**src/rbs_pkg.sv**
```systemverilog
// Constants, register map and carrier types for the read burst sequencer
package rbs_pkg;
	localparam logic [7:0] RBS_MODE_OFFSET = 8'h00;
	localparam logic [7:0] RBS_STATUS_OFFSET = 8'h04;
	localparam logic [7:0] RBS_COUNT_OFFSET = 8'h08;
	localparam int RBS_BL_LSB = 0;
	localparam int RBS_RPRE_BIT = 2;
	localparam int RBS_WPRE_BIT = 3;
	localparam int RBS_RL_LSB = 8;
	localparam int RBS_WL_LSB = 16;
	localparam int RBS_ST_SPACING_BIT = 0;
	localparam int RBS_ST_WL_LOW_BIT = 1;
	localparam int RBS_ST_RD_BIT = 2;
	localparam int RBS_ST_WR_BIT = 3;
	localparam logic [1:0] RBS_BL_FIXED8 = 2'h0;
	localparam logic [1:0] RBS_BL_PER_CMD = 2'h1;
	localparam logic [1:0] RBS_BL_FIXED4 = 2'h2;
	localparam logic [4:0] RBS_RL_RESET = 5'h0B;
	localparam logic [4:0] RBS_WL_RESET = 5'h09;
	localparam logic [4:0] RBS_CWL_LOWEST = 5'h09;
	localparam logic [3:0] RBS_FORBIDDEN_GAP = 4'h5;
	localparam logic [3:0] RBS_GAP_MAX = 4'hF;
	localparam logic [2:0] RBS_PAIRS_FULL = 3'h4;
	localparam logic [2:0] RBS_PAIRS_CHOP = 3'h2;
	localparam int RBS_DEPTH = 32;
	localparam logic [31:0] RBS_MODE_RESET = 32'h0009_0B00;

	// Column command as seen on the command pins
	typedef struct packed {
		logic valid;
		logic write;
		logic chop_select_address_bit;
		logic [1:0] bank_group;
	} rbs_cmd_t;

	// Entry of the latency delay line
	typedef struct packed {
		logic valid;
		logic write;
		logic chopped;
	} rbs_slot_t;

	typedef enum logic [1:0] {
		RBS_IDLE = 2'b00,
		RBS_BURST = 2'b01
	} rbs_state_t;
endpackage : rbs_pkg

```
**src/rbs_read_burst_sequencing.sv**
```systemverilog
// Read and write burst sequencing with APB mode and status registers
//
// Contract
// - Field 00 forces eight-beat bursts always
// - Field 01, chop bit high: eight beats
// - Field 01, chop bit low: four beats
// - Field 10 forces chopped four-beat bursts
`timescale 1ns/1ps
module rbs_read_burst_sequencing
	import rbs_pkg::*;
(
	input wire logic pclk,
	input wire logic presetn,
	input wire logic psel,
	input wire logic penable,
	input wire logic pwrite,
	input wire logic [31:0] paddr,
	input wire logic [31:0] pwdata,
	output logic [31:0] prdata,
	output logic pready,
	output logic pslverr,
	input wire rbs_pkg::rbs_cmd_t cmd_pins,
	output logic rd_drive,
	output logic [1:0] rd_pair_index,
	output logic rd_chopped,
	output logic wr_capture,
	output logic [1:0] wr_pair_index,
	output logic wr_chopped
);
	import rbs_pkg::*;

	rbs_cmd_t cmd_meta_reg;
	rbs_cmd_t cmd_sync_reg;
	logic [31:0] mode_register_zero;
	logic spacing_err_reg;
	logic [31:0] read_count_reg;
	logic [3:0] gap_reg;
	rbs_slot_t line_reg [0:RBS_DEPTH-1];
	rbs_state_t rd_state_reg;
	rbs_state_t wr_state_reg;
	logic [2:0] rd_left_reg;
	logic [2:0] wr_left_reg;

	// Mode fields
	wire [1:0] burst_field = mode_register_zero[RBS_BL_LSB +: 2];
	wire read_pre_long = mode_register_zero[RBS_RPRE_BIT];
	wire write_pre_long = mode_register_zero[RBS_WPRE_BIT];
	wire [4:0] read_latency = mode_register_zero[RBS_RL_LSB +: 5];
	wire [4:0] write_latency = mode_register_zero[RBS_WL_LSB +: 5];

	// Burst length decision, used for both reads and writes
	function automatic logic rbs_is_chopped(input logic [1:0] field, input logic chop_bit);
		logic r;
		r = 1'b0;
		if (field == RBS_BL_FIXED8)
			r = 1'b0;
		else if (field == RBS_BL_PER_CMD)
			r = ~chop_bit;
		else if (field == RBS_BL_FIXED4)
			r = 1'b1;
		return r;
	endfunction : rbs_is_chopped

	// Command pins come from another domain, so two flops first
	always_ff @(posedge pclk or negedge presetn)
	begin
		if (!presetn)
		begin
			cmd_meta_reg <= '0;
			cmd_sync_reg <= '0;
		end
		else
		begin
			cmd_meta_reg <= cmd_pins;
			cmd_sync_reg <= cmd_meta_reg;
		end
	end

	// Command classification
	wire cmd_read = cmd_sync_reg.valid & ~cmd_sync_reg.write;
	wire cmd_chopped = rbs_is_chopped(burst_field, cmd_sync_reg.chop_select_address_bit);
	// five-clock spacing under long preamble is a controller fault
	wire spacing_hit = cmd_read & read_pre_long & (gap_reg == RBS_FORBIDDEN_GAP);
	// advisory, live status only since the device still works
	wire wl_low = write_pre_long & (write_latency <= RBS_CWL_LOWEST);

	// Clocks since the previous read, saturating
	always_ff @(posedge pclk or negedge presetn)
	begin
		if (!presetn)
			gap_reg <= RBS_GAP_MAX;
		else if (cmd_read)
			gap_reg <= 4'h1;
		else if (gap_reg != RBS_GAP_MAX)
			gap_reg <= gap_reg + 4'h1;
	end

	// Latency delay line; entry 0 is one clock after the command
	always_ff @(posedge pclk or negedge presetn)
	begin
		if (!presetn)
		begin
			for (int i = 0; i < RBS_DEPTH; i++)
				line_reg[i] <= '0;
		end
		else
		begin
			line_reg[0] <= '{cmd_sync_reg.valid, cmd_sync_reg.write, cmd_chopped};
			for (int i = 1; i < RBS_DEPTH; i++)
				line_reg[i] <= line_reg[i-1];
		end
	end

	// Taps at the programmed latencies; latency 0 taken as 1
	wire [4:0] rd_tap = (read_latency == 5'h00) ? 5'h00 : read_latency - 5'h01;
	wire [4:0] wr_tap = (write_latency == 5'h00) ? 5'h00 : write_latency - 5'h01;
	wire rbs_slot_t rd_slot = line_reg[rd_tap];
	wire rbs_slot_t wr_slot = line_reg[wr_tap];
	wire rd_start = rd_slot.valid & ~rd_slot.write;
	wire wr_start = wr_slot.valid & wr_slot.write;
	wire [2:0] rd_pairs = rd_slot.chopped ? RBS_PAIRS_CHOP : RBS_PAIRS_FULL;
	wire [2:0] wr_pairs = wr_slot.chopped ? RBS_PAIRS_CHOP : RBS_PAIRS_FULL;

	// Read data engine, two beats per clock
	always_ff @(posedge pclk or negedge presetn)
	begin
		if (!presetn)
		begin
			rd_state_reg <= RBS_IDLE;
			rd_left_reg <= 3'h0;
			rd_drive <= 1'b0;
			rd_pair_index <= 2'h0;
			rd_chopped <= 1'b0;
		end
		// a new start on the last pair continues without a gap
		else if (rd_start)
		begin
			rd_state_reg <= RBS_BURST;
			rd_left_reg <= rd_pairs - 3'h1;
			rd_drive <= 1'b1;
			rd_pair_index <= 2'h0;
			rd_chopped <= rd_slot.chopped;
		end
		else if (rd_state_reg == RBS_BURST && rd_left_reg != 3'h0)
		begin
			rd_left_reg <= rd_left_reg - 3'h1;
			rd_pair_index <= rd_pair_index + 2'h1;
		end
		else
		begin
			rd_state_reg <= RBS_IDLE;
			rd_drive <= 1'b0;
			rd_pair_index <= 2'h0;
		end
	end

	// Write capture engine, same pairing as reads
	always_ff @(posedge pclk or negedge presetn)
	begin
		if (!presetn)
		begin
			wr_state_reg <= RBS_IDLE;
			wr_left_reg <= 3'h0;
			wr_capture <= 1'b0;
			wr_pair_index <= 2'h0;
			wr_chopped <= 1'b0;
		end
		else if (wr_start)
		begin
			wr_state_reg <= RBS_BURST;
			wr_left_reg <= wr_pairs - 3'h1;
			wr_capture <= 1'b1;
			wr_pair_index <= 2'h0;
			wr_chopped <= wr_slot.chopped;
		end
		else if (wr_state_reg == RBS_BURST && wr_left_reg != 3'h0)
		begin
			wr_left_reg <= wr_left_reg - 3'h1;
			wr_pair_index <= wr_pair_index + 2'h1;
		end
		else
		begin
			wr_state_reg <= RBS_IDLE;
			wr_capture <= 1'b0;
			wr_pair_index <= 2'h0;
		end
	end

	// APB decode; answer in the cycle after setup
	wire apb_setup = psel & ~penable;
	wire apb_commit = psel & penable & pready;
	wire hit_mode = (paddr[7:0] == RBS_MODE_OFFSET) && (paddr[31:8] == 24'h000000);
	wire hit_status = (paddr[7:0] == RBS_STATUS_OFFSET) && (paddr[31:8] == 24'h000000);
	wire hit_count = (paddr[7:0] == RBS_COUNT_OFFSET) && (paddr[31:8] == 24'h000000);
	wire hit_any = hit_mode | hit_status | hit_count;
	wire [31:0] status_word = {28'h0000000, wr_capture, rd_drive, wl_low, spacing_err_reg};
	wire [31:0] read_mux = hit_mode ? mode_register_zero :
		hit_status ? status_word :
		hit_count ? read_count_reg : 32'h00000000;
	wire clear_spacing = apb_commit & pwrite & hit_status & pwdata[RBS_ST_SPACING_BIT];

	// Bus answer flops
	always_ff @(posedge pclk or negedge presetn)
	begin
		if (!presetn)
		begin
			pready <= 1'b0;
			pslverr <= 1'b0;
			prdata <= 32'h00000000;
		end
		else
		begin
			pready <= apb_setup;
			pslverr <= apb_setup & ~hit_any;
			prdata <= (apb_setup & ~pwrite) ? read_mux : 32'h00000000;
		end
	end

	// Registers; a spacing fault in the clearing cycle wins
	always_ff @(posedge pclk or negedge presetn)
	begin
		if (!presetn)
		begin
			mode_register_zero <= RBS_MODE_RESET;
			spacing_err_reg <= 1'b0;
			read_count_reg <= 32'h00000000;
		end
		else
		begin
			if (apb_commit & pwrite & hit_mode)
				mode_register_zero <= pwdata & 32'h001F_1F0F;
			if (spacing_hit)
				spacing_err_reg <= 1'b1;
			else if (clear_spacing)
				spacing_err_reg <= 1'b0;
			if (cmd_read)
				read_count_reg <= read_count_reg + 32'h00000001;
		end
	end
endmodule : rbs_read_burst_sequencing

```
**config.mk**
```make
export PLATFORM = sky130hd
export DESIGN_NAME = rbs_read_burst_sequencing
export DESIGN_NICKNAME = d
export VERILOG_FILES = /design/src/rbs_pkg.sv /design/src/rbs_read_burst_sequencing.sv
export SDC_FILE = /design/constraint.sdc
export NUM_CORES = 1
export LEC_CHECK = 0
export ABC_AREA = 1
export BUFFER_PORTS_ARGS = -buffer_cell sky130_fd_sc_hd__buf_2
export CAP_MARGIN = 30
export CORE_MARGIN = 2
export CORE_UTILIZATION = 50
export CTS_BUF_LIST = sky130_fd_sc_hd__clkbuf_4
export CTS_CLUSTER_SIZE = 16
export DETAILED_ROUTE_END_ITERATION = 6
export HOLD_SLACK_MARGIN = 0.02
export PLACE_DENSITY = 0.7
export SLEW_MARGIN = 15
export SYNTH_ARGS = -nofsm -noshare
export SYNTH_HDL_FRONTEND = slang
export SYNTH_SLANG_ARGS = --single-unit
export TNS_END_PERCENT = 10
```
**constraint.sdc**
```tcl
create_clock -name pclk -period 3.23 [get_ports pclk]
set_input_delay 0.1615 -clock pclk [delete_from_list [all_inputs] [get_ports pclk]]
set_output_delay 0.1615 -clock pclk [all_outputs]
set_load 0.02 [all_outputs]
```
# Yosys cells after proc, flatten, opt, wreduce, memory -nomap -nowiden

Index checks and enable logic that the tools add are counted.

Logic and storage cells: 220
Output and inout bits: 42
Flip-flop bits (word level): 205

Order comparisons: 3
Bitwise operators: 25
Eq/ne operators: 10
Mux-type cells: 37
Reduce and logical (&&, ||, !) cells: 16
Add/sub/neg operators: 10

Operator list:

| kind                                                           | count |
|---|---|
| 2-to-1 mux 32 bit                                              | 4 |
| adder 32 x 1 -> 32 bit, second input constant                  | 1 |
| binary-select mux 3 bit (select 5 bit)                         | 2 |
| 2-to-1 mux 3 bit                                               | 10 |
| logical NOT 24 bit                                             | 1 |
| 2-to-1 mux 2 bit                                               | 8 |
| bitwise AND 1 bit                                              | 15 |
| greater-or-equal comparator 6 bit, second input constant       | 2 |
| NOT 5 -> 6 bit                                                 | 2 |
| subtractor 3 x 1 -> 3 bit, second input constant               | 4 |
| logical NOT 5 bit                                              | 2 |
| 2-to-1 mux 5 bit                                               | 2 |
| subtractor 5 x 1 -> 5 bit, second input constant               | 2 |
| 2-to-1 mux 1 bit                                               | 9 |
| equality test 8 x 3 -> 1 bit, second input constant            | 1 |
| equality test 8 x 4 -> 1 bit, second input constant            | 1 |
| logical NOT 8 bit                                              | 1 |
| 2-to-1 mux 4 bit                                               | 2 |
| nonzero test 2 bit                                             | 4 |
| equality test 2 x 1 -> 1 bit, second input constant            | 3 |
| NOT 1 bit                                                      | 6 |
| nonzero test 3 bit                                             | 2 |
| less-or-equal comparator 5 x 4 -> 1 bit, second input constant | 1 |
| logical AND 1 bit                                              | 5 |
| other kinds (8)                                                | 11 |

# Longest topological paths before layout

Word-level depth: 9
Mapped depth: 24

# Worst setup path before layout

Ideal clock, no wire load.

Path kind: register to register
From: register mode_register_zero[8]
To: register rd_left_reg[2]
Stages on the path, launching flop included: 25
Required time: 3113 ps
Clock period less this slack: 2895 ps
Arrival: 2777 ps
Slack: 335 ps
Path buffers: 3
Cells stage by stage: dfstp_2 inv_2 buf_2 buf_2 ha_1 nand2_1 inv_1 nor2_2 nand2_1 buf_2 nor2_1 nand2_1 nand3_1 nand2_1 nor2_1 nand2_1 nand3_1 nand2_2 inv_1 o21ai_0 ha_1 inv_1 nand3_1 nand3_1 nand2_1

Cells in the longest elaborated chain, start to end: 9
Elaborated cells between the ends (all ways): 13
Classes of those cells: add/sub: 2; mux: 6; bitwise: 3; reduce/logical: 2

Ends and longest elaborated chain:

| item                                                                  | line                                                               | text |
|---|---|---|
| from (decl)                                                           | rbs_read_burst_sequencing.sv:34                                    | `logic [31:0] mode_register_zero;` |
| from (signal assigned)                                                | rbs_read_burst_sequencing.sv:231                                   | `mode_register_zero <= pwdata & 32'h001F_1F0F;` |
| subtractor 5 x 1 -> 5 bit / logical NOT 5 bit (equally long branches) | rbs_read_burst_sequencing.sv:115                                   | `wire [4:0] rd_tap = (read_latency == 5'h00) ? 5'h00 : read_latency - 5'h01;` |
| 2-to-1 mux 5 bit *                                                    | rbs_read_burst_sequencing.sv:115                                   |  |
| NOT 5 -> 6 bit (implied by the code) *                                | rbs_read_burst_sequencing.sv:117                                   | `wire rbs_slot_t rd_slot = line_reg[rd_tap];` |
| binary-select mux 3 bit (select 5 bit) *                              | rbs_read_burst_sequencing.sv:117                                   |  |
| 2-to-1 mux 3 bit (implied by the code) * (2 in series)                | rbs_read_burst_sequencing.sv:117                                   |  |
| 2-to-1 mux 3 bit / NOT 1 bit (equally long branches)                  | rbs_read_burst_sequencing.sv:121, rbs_read_burst_sequencing.sv:119 |  |
| subtractor 3 x 1 -> 3 bit / bitwise AND 1 bit (equally long branches) | rbs_read_burst_sequencing.sv:139, rbs_read_burst_sequencing.sv:119 |  |
| 2-to-1 mux 3 bit / nonzero test 2 bit (equally long branches)         | n/a                                                                |  |
| to (signal assigned)                                                  | rbs_read_burst_sequencing.sv:139                                   | `rd_left_reg <= rd_pairs - 3'h1;` |
| to (signal assigned)                                                  | rbs_read_burst_sequencing.sv:146                                   | `rd_left_reg <= rd_left_reg - 3'h1;` |
| to (decl)                                                             | rbs_read_burst_sequencing.sv:41                                    | `logic [2:0] rd_left_reg;` |

Every way passes the cells marked *; elsewhere a longest branch is shown, timed or not. The select of a mux whose other input is x is not followed.
A chain may end at the register's enable or synchronous reset.

# Worst setup path in the final report

From: register mode_register_zero[9]
To: register rd_left_reg[2]

The elaborated chain is that of the path after synthesis.

==> flow_metrics.py <==
metrics = {
    "status": {
        "status": "completed",
    },
    "global_route": {
        "gr-usage-all-layers_pct": 23.68,
        "grt_pass1_vias": 7574,
        "grt_pass1_wl_mm": 37.25,
        "grt_overflow": 0,
        "antenna_found_initial": 1,
        "grt_max_degree": 90,
    },
    "worst_setup_path": {
        "cp_data_required_time_ns": 3.75,
        "r2r_slack_ns": 0.33,
        "cp-start-kind": "flop",
        "reg2reg_from": "mode_register_zero[9]",
        "worstPathArrival_ns": 3.41,
        "critPathKind": "flop to flop",
        "path_max_fanout": 11,
        "r2r_end": "rd_left_reg[2]",
        "rr_worst_depth": 19,
        "cp-end-kind": "flop",
    },
    "sta": {
        "finalCritPeriodShare_pct": 89.70,
        "slew_violations": 0,
        "hold_viol_final": 0,
        "worst_pin_slew_ns": 0.8062,
        "post-route-min-period_ns": 2.897,
        "relSlewSlack_pct": 46.25,
        "clock_skew_ns": 0.05922,
        "setup_tns_ns": 0,
        "setup_viol": 0,
        "rsz0062_at_grt": "no",
        "finalHoldWorstSlack_ns": 0.1084,
        "fmax_mhz": 345.1,
    },
    "die": {
        "die-height_um": 138.4,
        "fp-row-count": 49,
        "fp.coreArea_um2": 17840,
        "start_util_pct": 50.62,
        "io_pins": 116,
        "die_area_um2": 19150,
        "die_x_um": 138.4,
    },
    "synthesis": {
        "yosys_warnings": 0,
        "ys_seq_area_share_pct": 55.82,
        "synth_area_leaders": "dfrtp_1, nand3_1, nand2_1, inv_1, dfstp_2",
        "synth_top_family_by_area": "simple AND/OR/NAND/NOR gates",
        "synth_flop_cell": "dfrtp_1",
        "synthSimpleGateAreaFrac_pct": 28.00,
        "syn_area_per_cell_um2": 8.906,
        "netlist.area_leader.share_pct": 53.20,
        "netlist_instances": 1014,
        "synth_adder_area_share_pct": 1.108,
        "yosys.area.top_type": "dfrtp_1",
        "synth_edf_count": 0,
        "synth_xor_xnor_area_share_pct": 3.006,
        "synth_cell_types": 43,
        "ys_seq_elements": 201,
        "syn_nets": 1096,
        "synth.cell_area_um2": 9031,
        "synth-compound-area-share_pct": 4.752,
        "synth_mux_area_share_pct": 0.6234,
        "async_reset_ff_share_pct": 100.0,
    },
    "power_and_ir_drop": {
        "cellLeakagePower_nw": 5.351,
        "vdd_drop_max_mv": 0.3359,
        "power.density_nw_per_um2": 520.2,
        "total_power_w": 0.005556,
    },
    "place": {
        "io_buffers": 95,
        "dpl.hpwl_mm": 14.26,
        "dp_cells": 1320,
        "gp_congestion": 0.9011,
    },
    "finish": {
        "final_util_pct": 59.86,
        "stdcell_count": 1435,
        "syn2layout_area_growth_pct": 18.26,
        "finish.net_count": 1252,
        "multi_input_area_um2": 3403,
        "drive_gt1_share_pct": 20.43,
        "fillers": 1523,
        "largest_reg_flops": 96,
        "seq_area_um2": 5041,
    },
    "cts": {
        "cts_tree": "yes",
        "ctsHtreeMaxLevel": 2,
        "clock-sinks": 201,
        "clk_path_buf_depth": 3,
        "cts_root_buf": "clkbuf_4",
        "path_clk_slew_ns": 0.06,
        "clock_latency_ns": 0.68,
        "cts_buffers": 50,
    },
    "drt": {
        "num_vias": 7620,
        "drt_iter0_drc": 606,
        "antenna_left": 0,
        "wl_per_cell_um": 15.59,
        "drt_first_pass_iters": 5,
        "routed_via_density": 5.310,
        "wl_mm": 22.37,
        "drc": 0,
    },
    "hold_path": {
        "holdCritPathClass": "input port to async pin",
    },
    "job": {
        "maxCapViolations": 0,
    },
}
## how the worst max path moves through the flow
stage | start | to | slack [ns] | depth (start not counted)
6_report | mode_register_zero[9] | rd_left_reg[2] | 0.33 | 19
4_1_cts | mode_register_zero[8] | rd_left_reg[2] | 0.22 | 19
5_1_grt | mode_register_zero[9] | rd_left_reg[2] | 0.03 | 18
3_5_place_dp | mode_register_zero[9] | rd_left_reg[2] | 0.24 | 19
2_1_floorplan | mode_register_zero[8] | rd_left_reg[2] | 0.34 | 24
3_3_place_gp | mode_register_zero[9] | rd_left_reg[2] | 0.30 | 19
## cell usage in the layout (no fill, tap or decap), types with 18 or more instances in the layout
master and instances:
nand2_1 233, dfrtp_1 192, nand3_1 185, inv_1 96, buf_2 94, clkbuf_4 70, nor2_1 55, a21oi_1 39
dlygate4sd3_1 26, xor2_1 23, nor3_1 22, o21ai_0 18
## critical path: stages (launching register included)
cell	delay, ns
dfstp_2	0.54
inv_1	0.05
ha_1	0.22
nand3_2	0.16
nand2_2	0.07
inv_1	0.38
nand3_1	0.15
nand3_1	0.12
nand2_1	0.07
inv_1	0.05
nand3_1	0.07
nand3_1	0.11
nand2_2	0.12
inv_1	0.09
o21ai_0	0.08
ha_1	0.23
inv_1	0.06
nand3_1	0.07
nand3_1	0.09
nand2_1	0.05
## cell families (layout without fill, tap and decap cells)
logic type | count (synthesis) | after routing
buffers and inverters | 143 | 332
adders and majority gates | 8 | 8
and+or+nand+nor | 549 | 550
muxes | 5 | 5
DFF | 201 | 201
AOI/OAI and AO/OA | 77 | 77
xor gates and xnor gates | 31 | 31
other | 0 | 2
## per-stage QoR
| stage | setup slack [ns] | instance area [um2] |
|---|---|---|
| after global routing | 0.02973 | 10680 |
| final | 0.3327 | 10680 |
| after CTS | 0.2209 | 10650 |
| after detailed placement | 0.2442 | 9763 |
| after global placement | 0.2975 | 9763 |
| after floorplan | 0.3354 | 9031 |
## synthesized netlist by cell type (4+ instances only)
| master | number |
|---|---|
| nand2_1 | 233 |
| dfrtp_1 | 192 |
| nand3_1 | 185 |
| inv_1 | 99 |
| nor2_1 | 55 |
| a21oi_1 | 39 |
| xor2_1 | 23 |
| nor3_1 | 22 |
| buf_2 | 18 |
| o21ai_0 | 18 |
| nand2_2 | 12 |
| clkbuf_1 | 10 |
| nand4_1 | 10 |
| nor4_1 | 10 |
| dfstp_2 | 9 |
| ha_1 | 8 |
| xnor2_1 | 8 |
| inv_2 | 6 |
| mux2_2 | 5 |
| nor2_2 | 5 |
| buf_4 | 4 |
| buf_6 | 4 |
| nand3_2 | 4 |
| nor2_4 | 4 |
## per-layer routing
| metal | share of wire [%] | vias up | track usage, % |
|---|---|---|---|
| met5 | 0 | - | 0 |
| met4 | 2.4 | 0 | 9.076 |
| met3 | 7.7 | 55 | 4.745 |
| met2 | 46 | 326 | 37.83 |
| met1 | 44 | 3583 | 32.23 |
| li1 | - | 3656 | - |
## power by group
group          switching (W)  internal (W)
Sequential          0.000162       0.00271
Combinational       0.000346      0.000235
Clock                0.00102       0.00108
Total                0.00153       0.00403
## layout make-up
cell class / instances / area share [%]
diodes: 2 / 0.04686
clock buffers: 70 / 4.920
clock inverters: 16 / 0.9138
inverters: 106 / 3.831
multi-input cells: 671 / 31.87
flip-flops and latches: 201 / 47.20
well taps: 229 / 2.683
repair buffers: 140 / 8.540
## repair_timing
action | 4_1_cts | 5_1_grt
setup buffers | 0 | 0
hold endpoints to repair | 109 | 0
resized for setup | 0 | 5
endpoints found under the setup margin | 0 | 3
hold buffers | 26 | 0
Power figures use the tool's default switching activity.
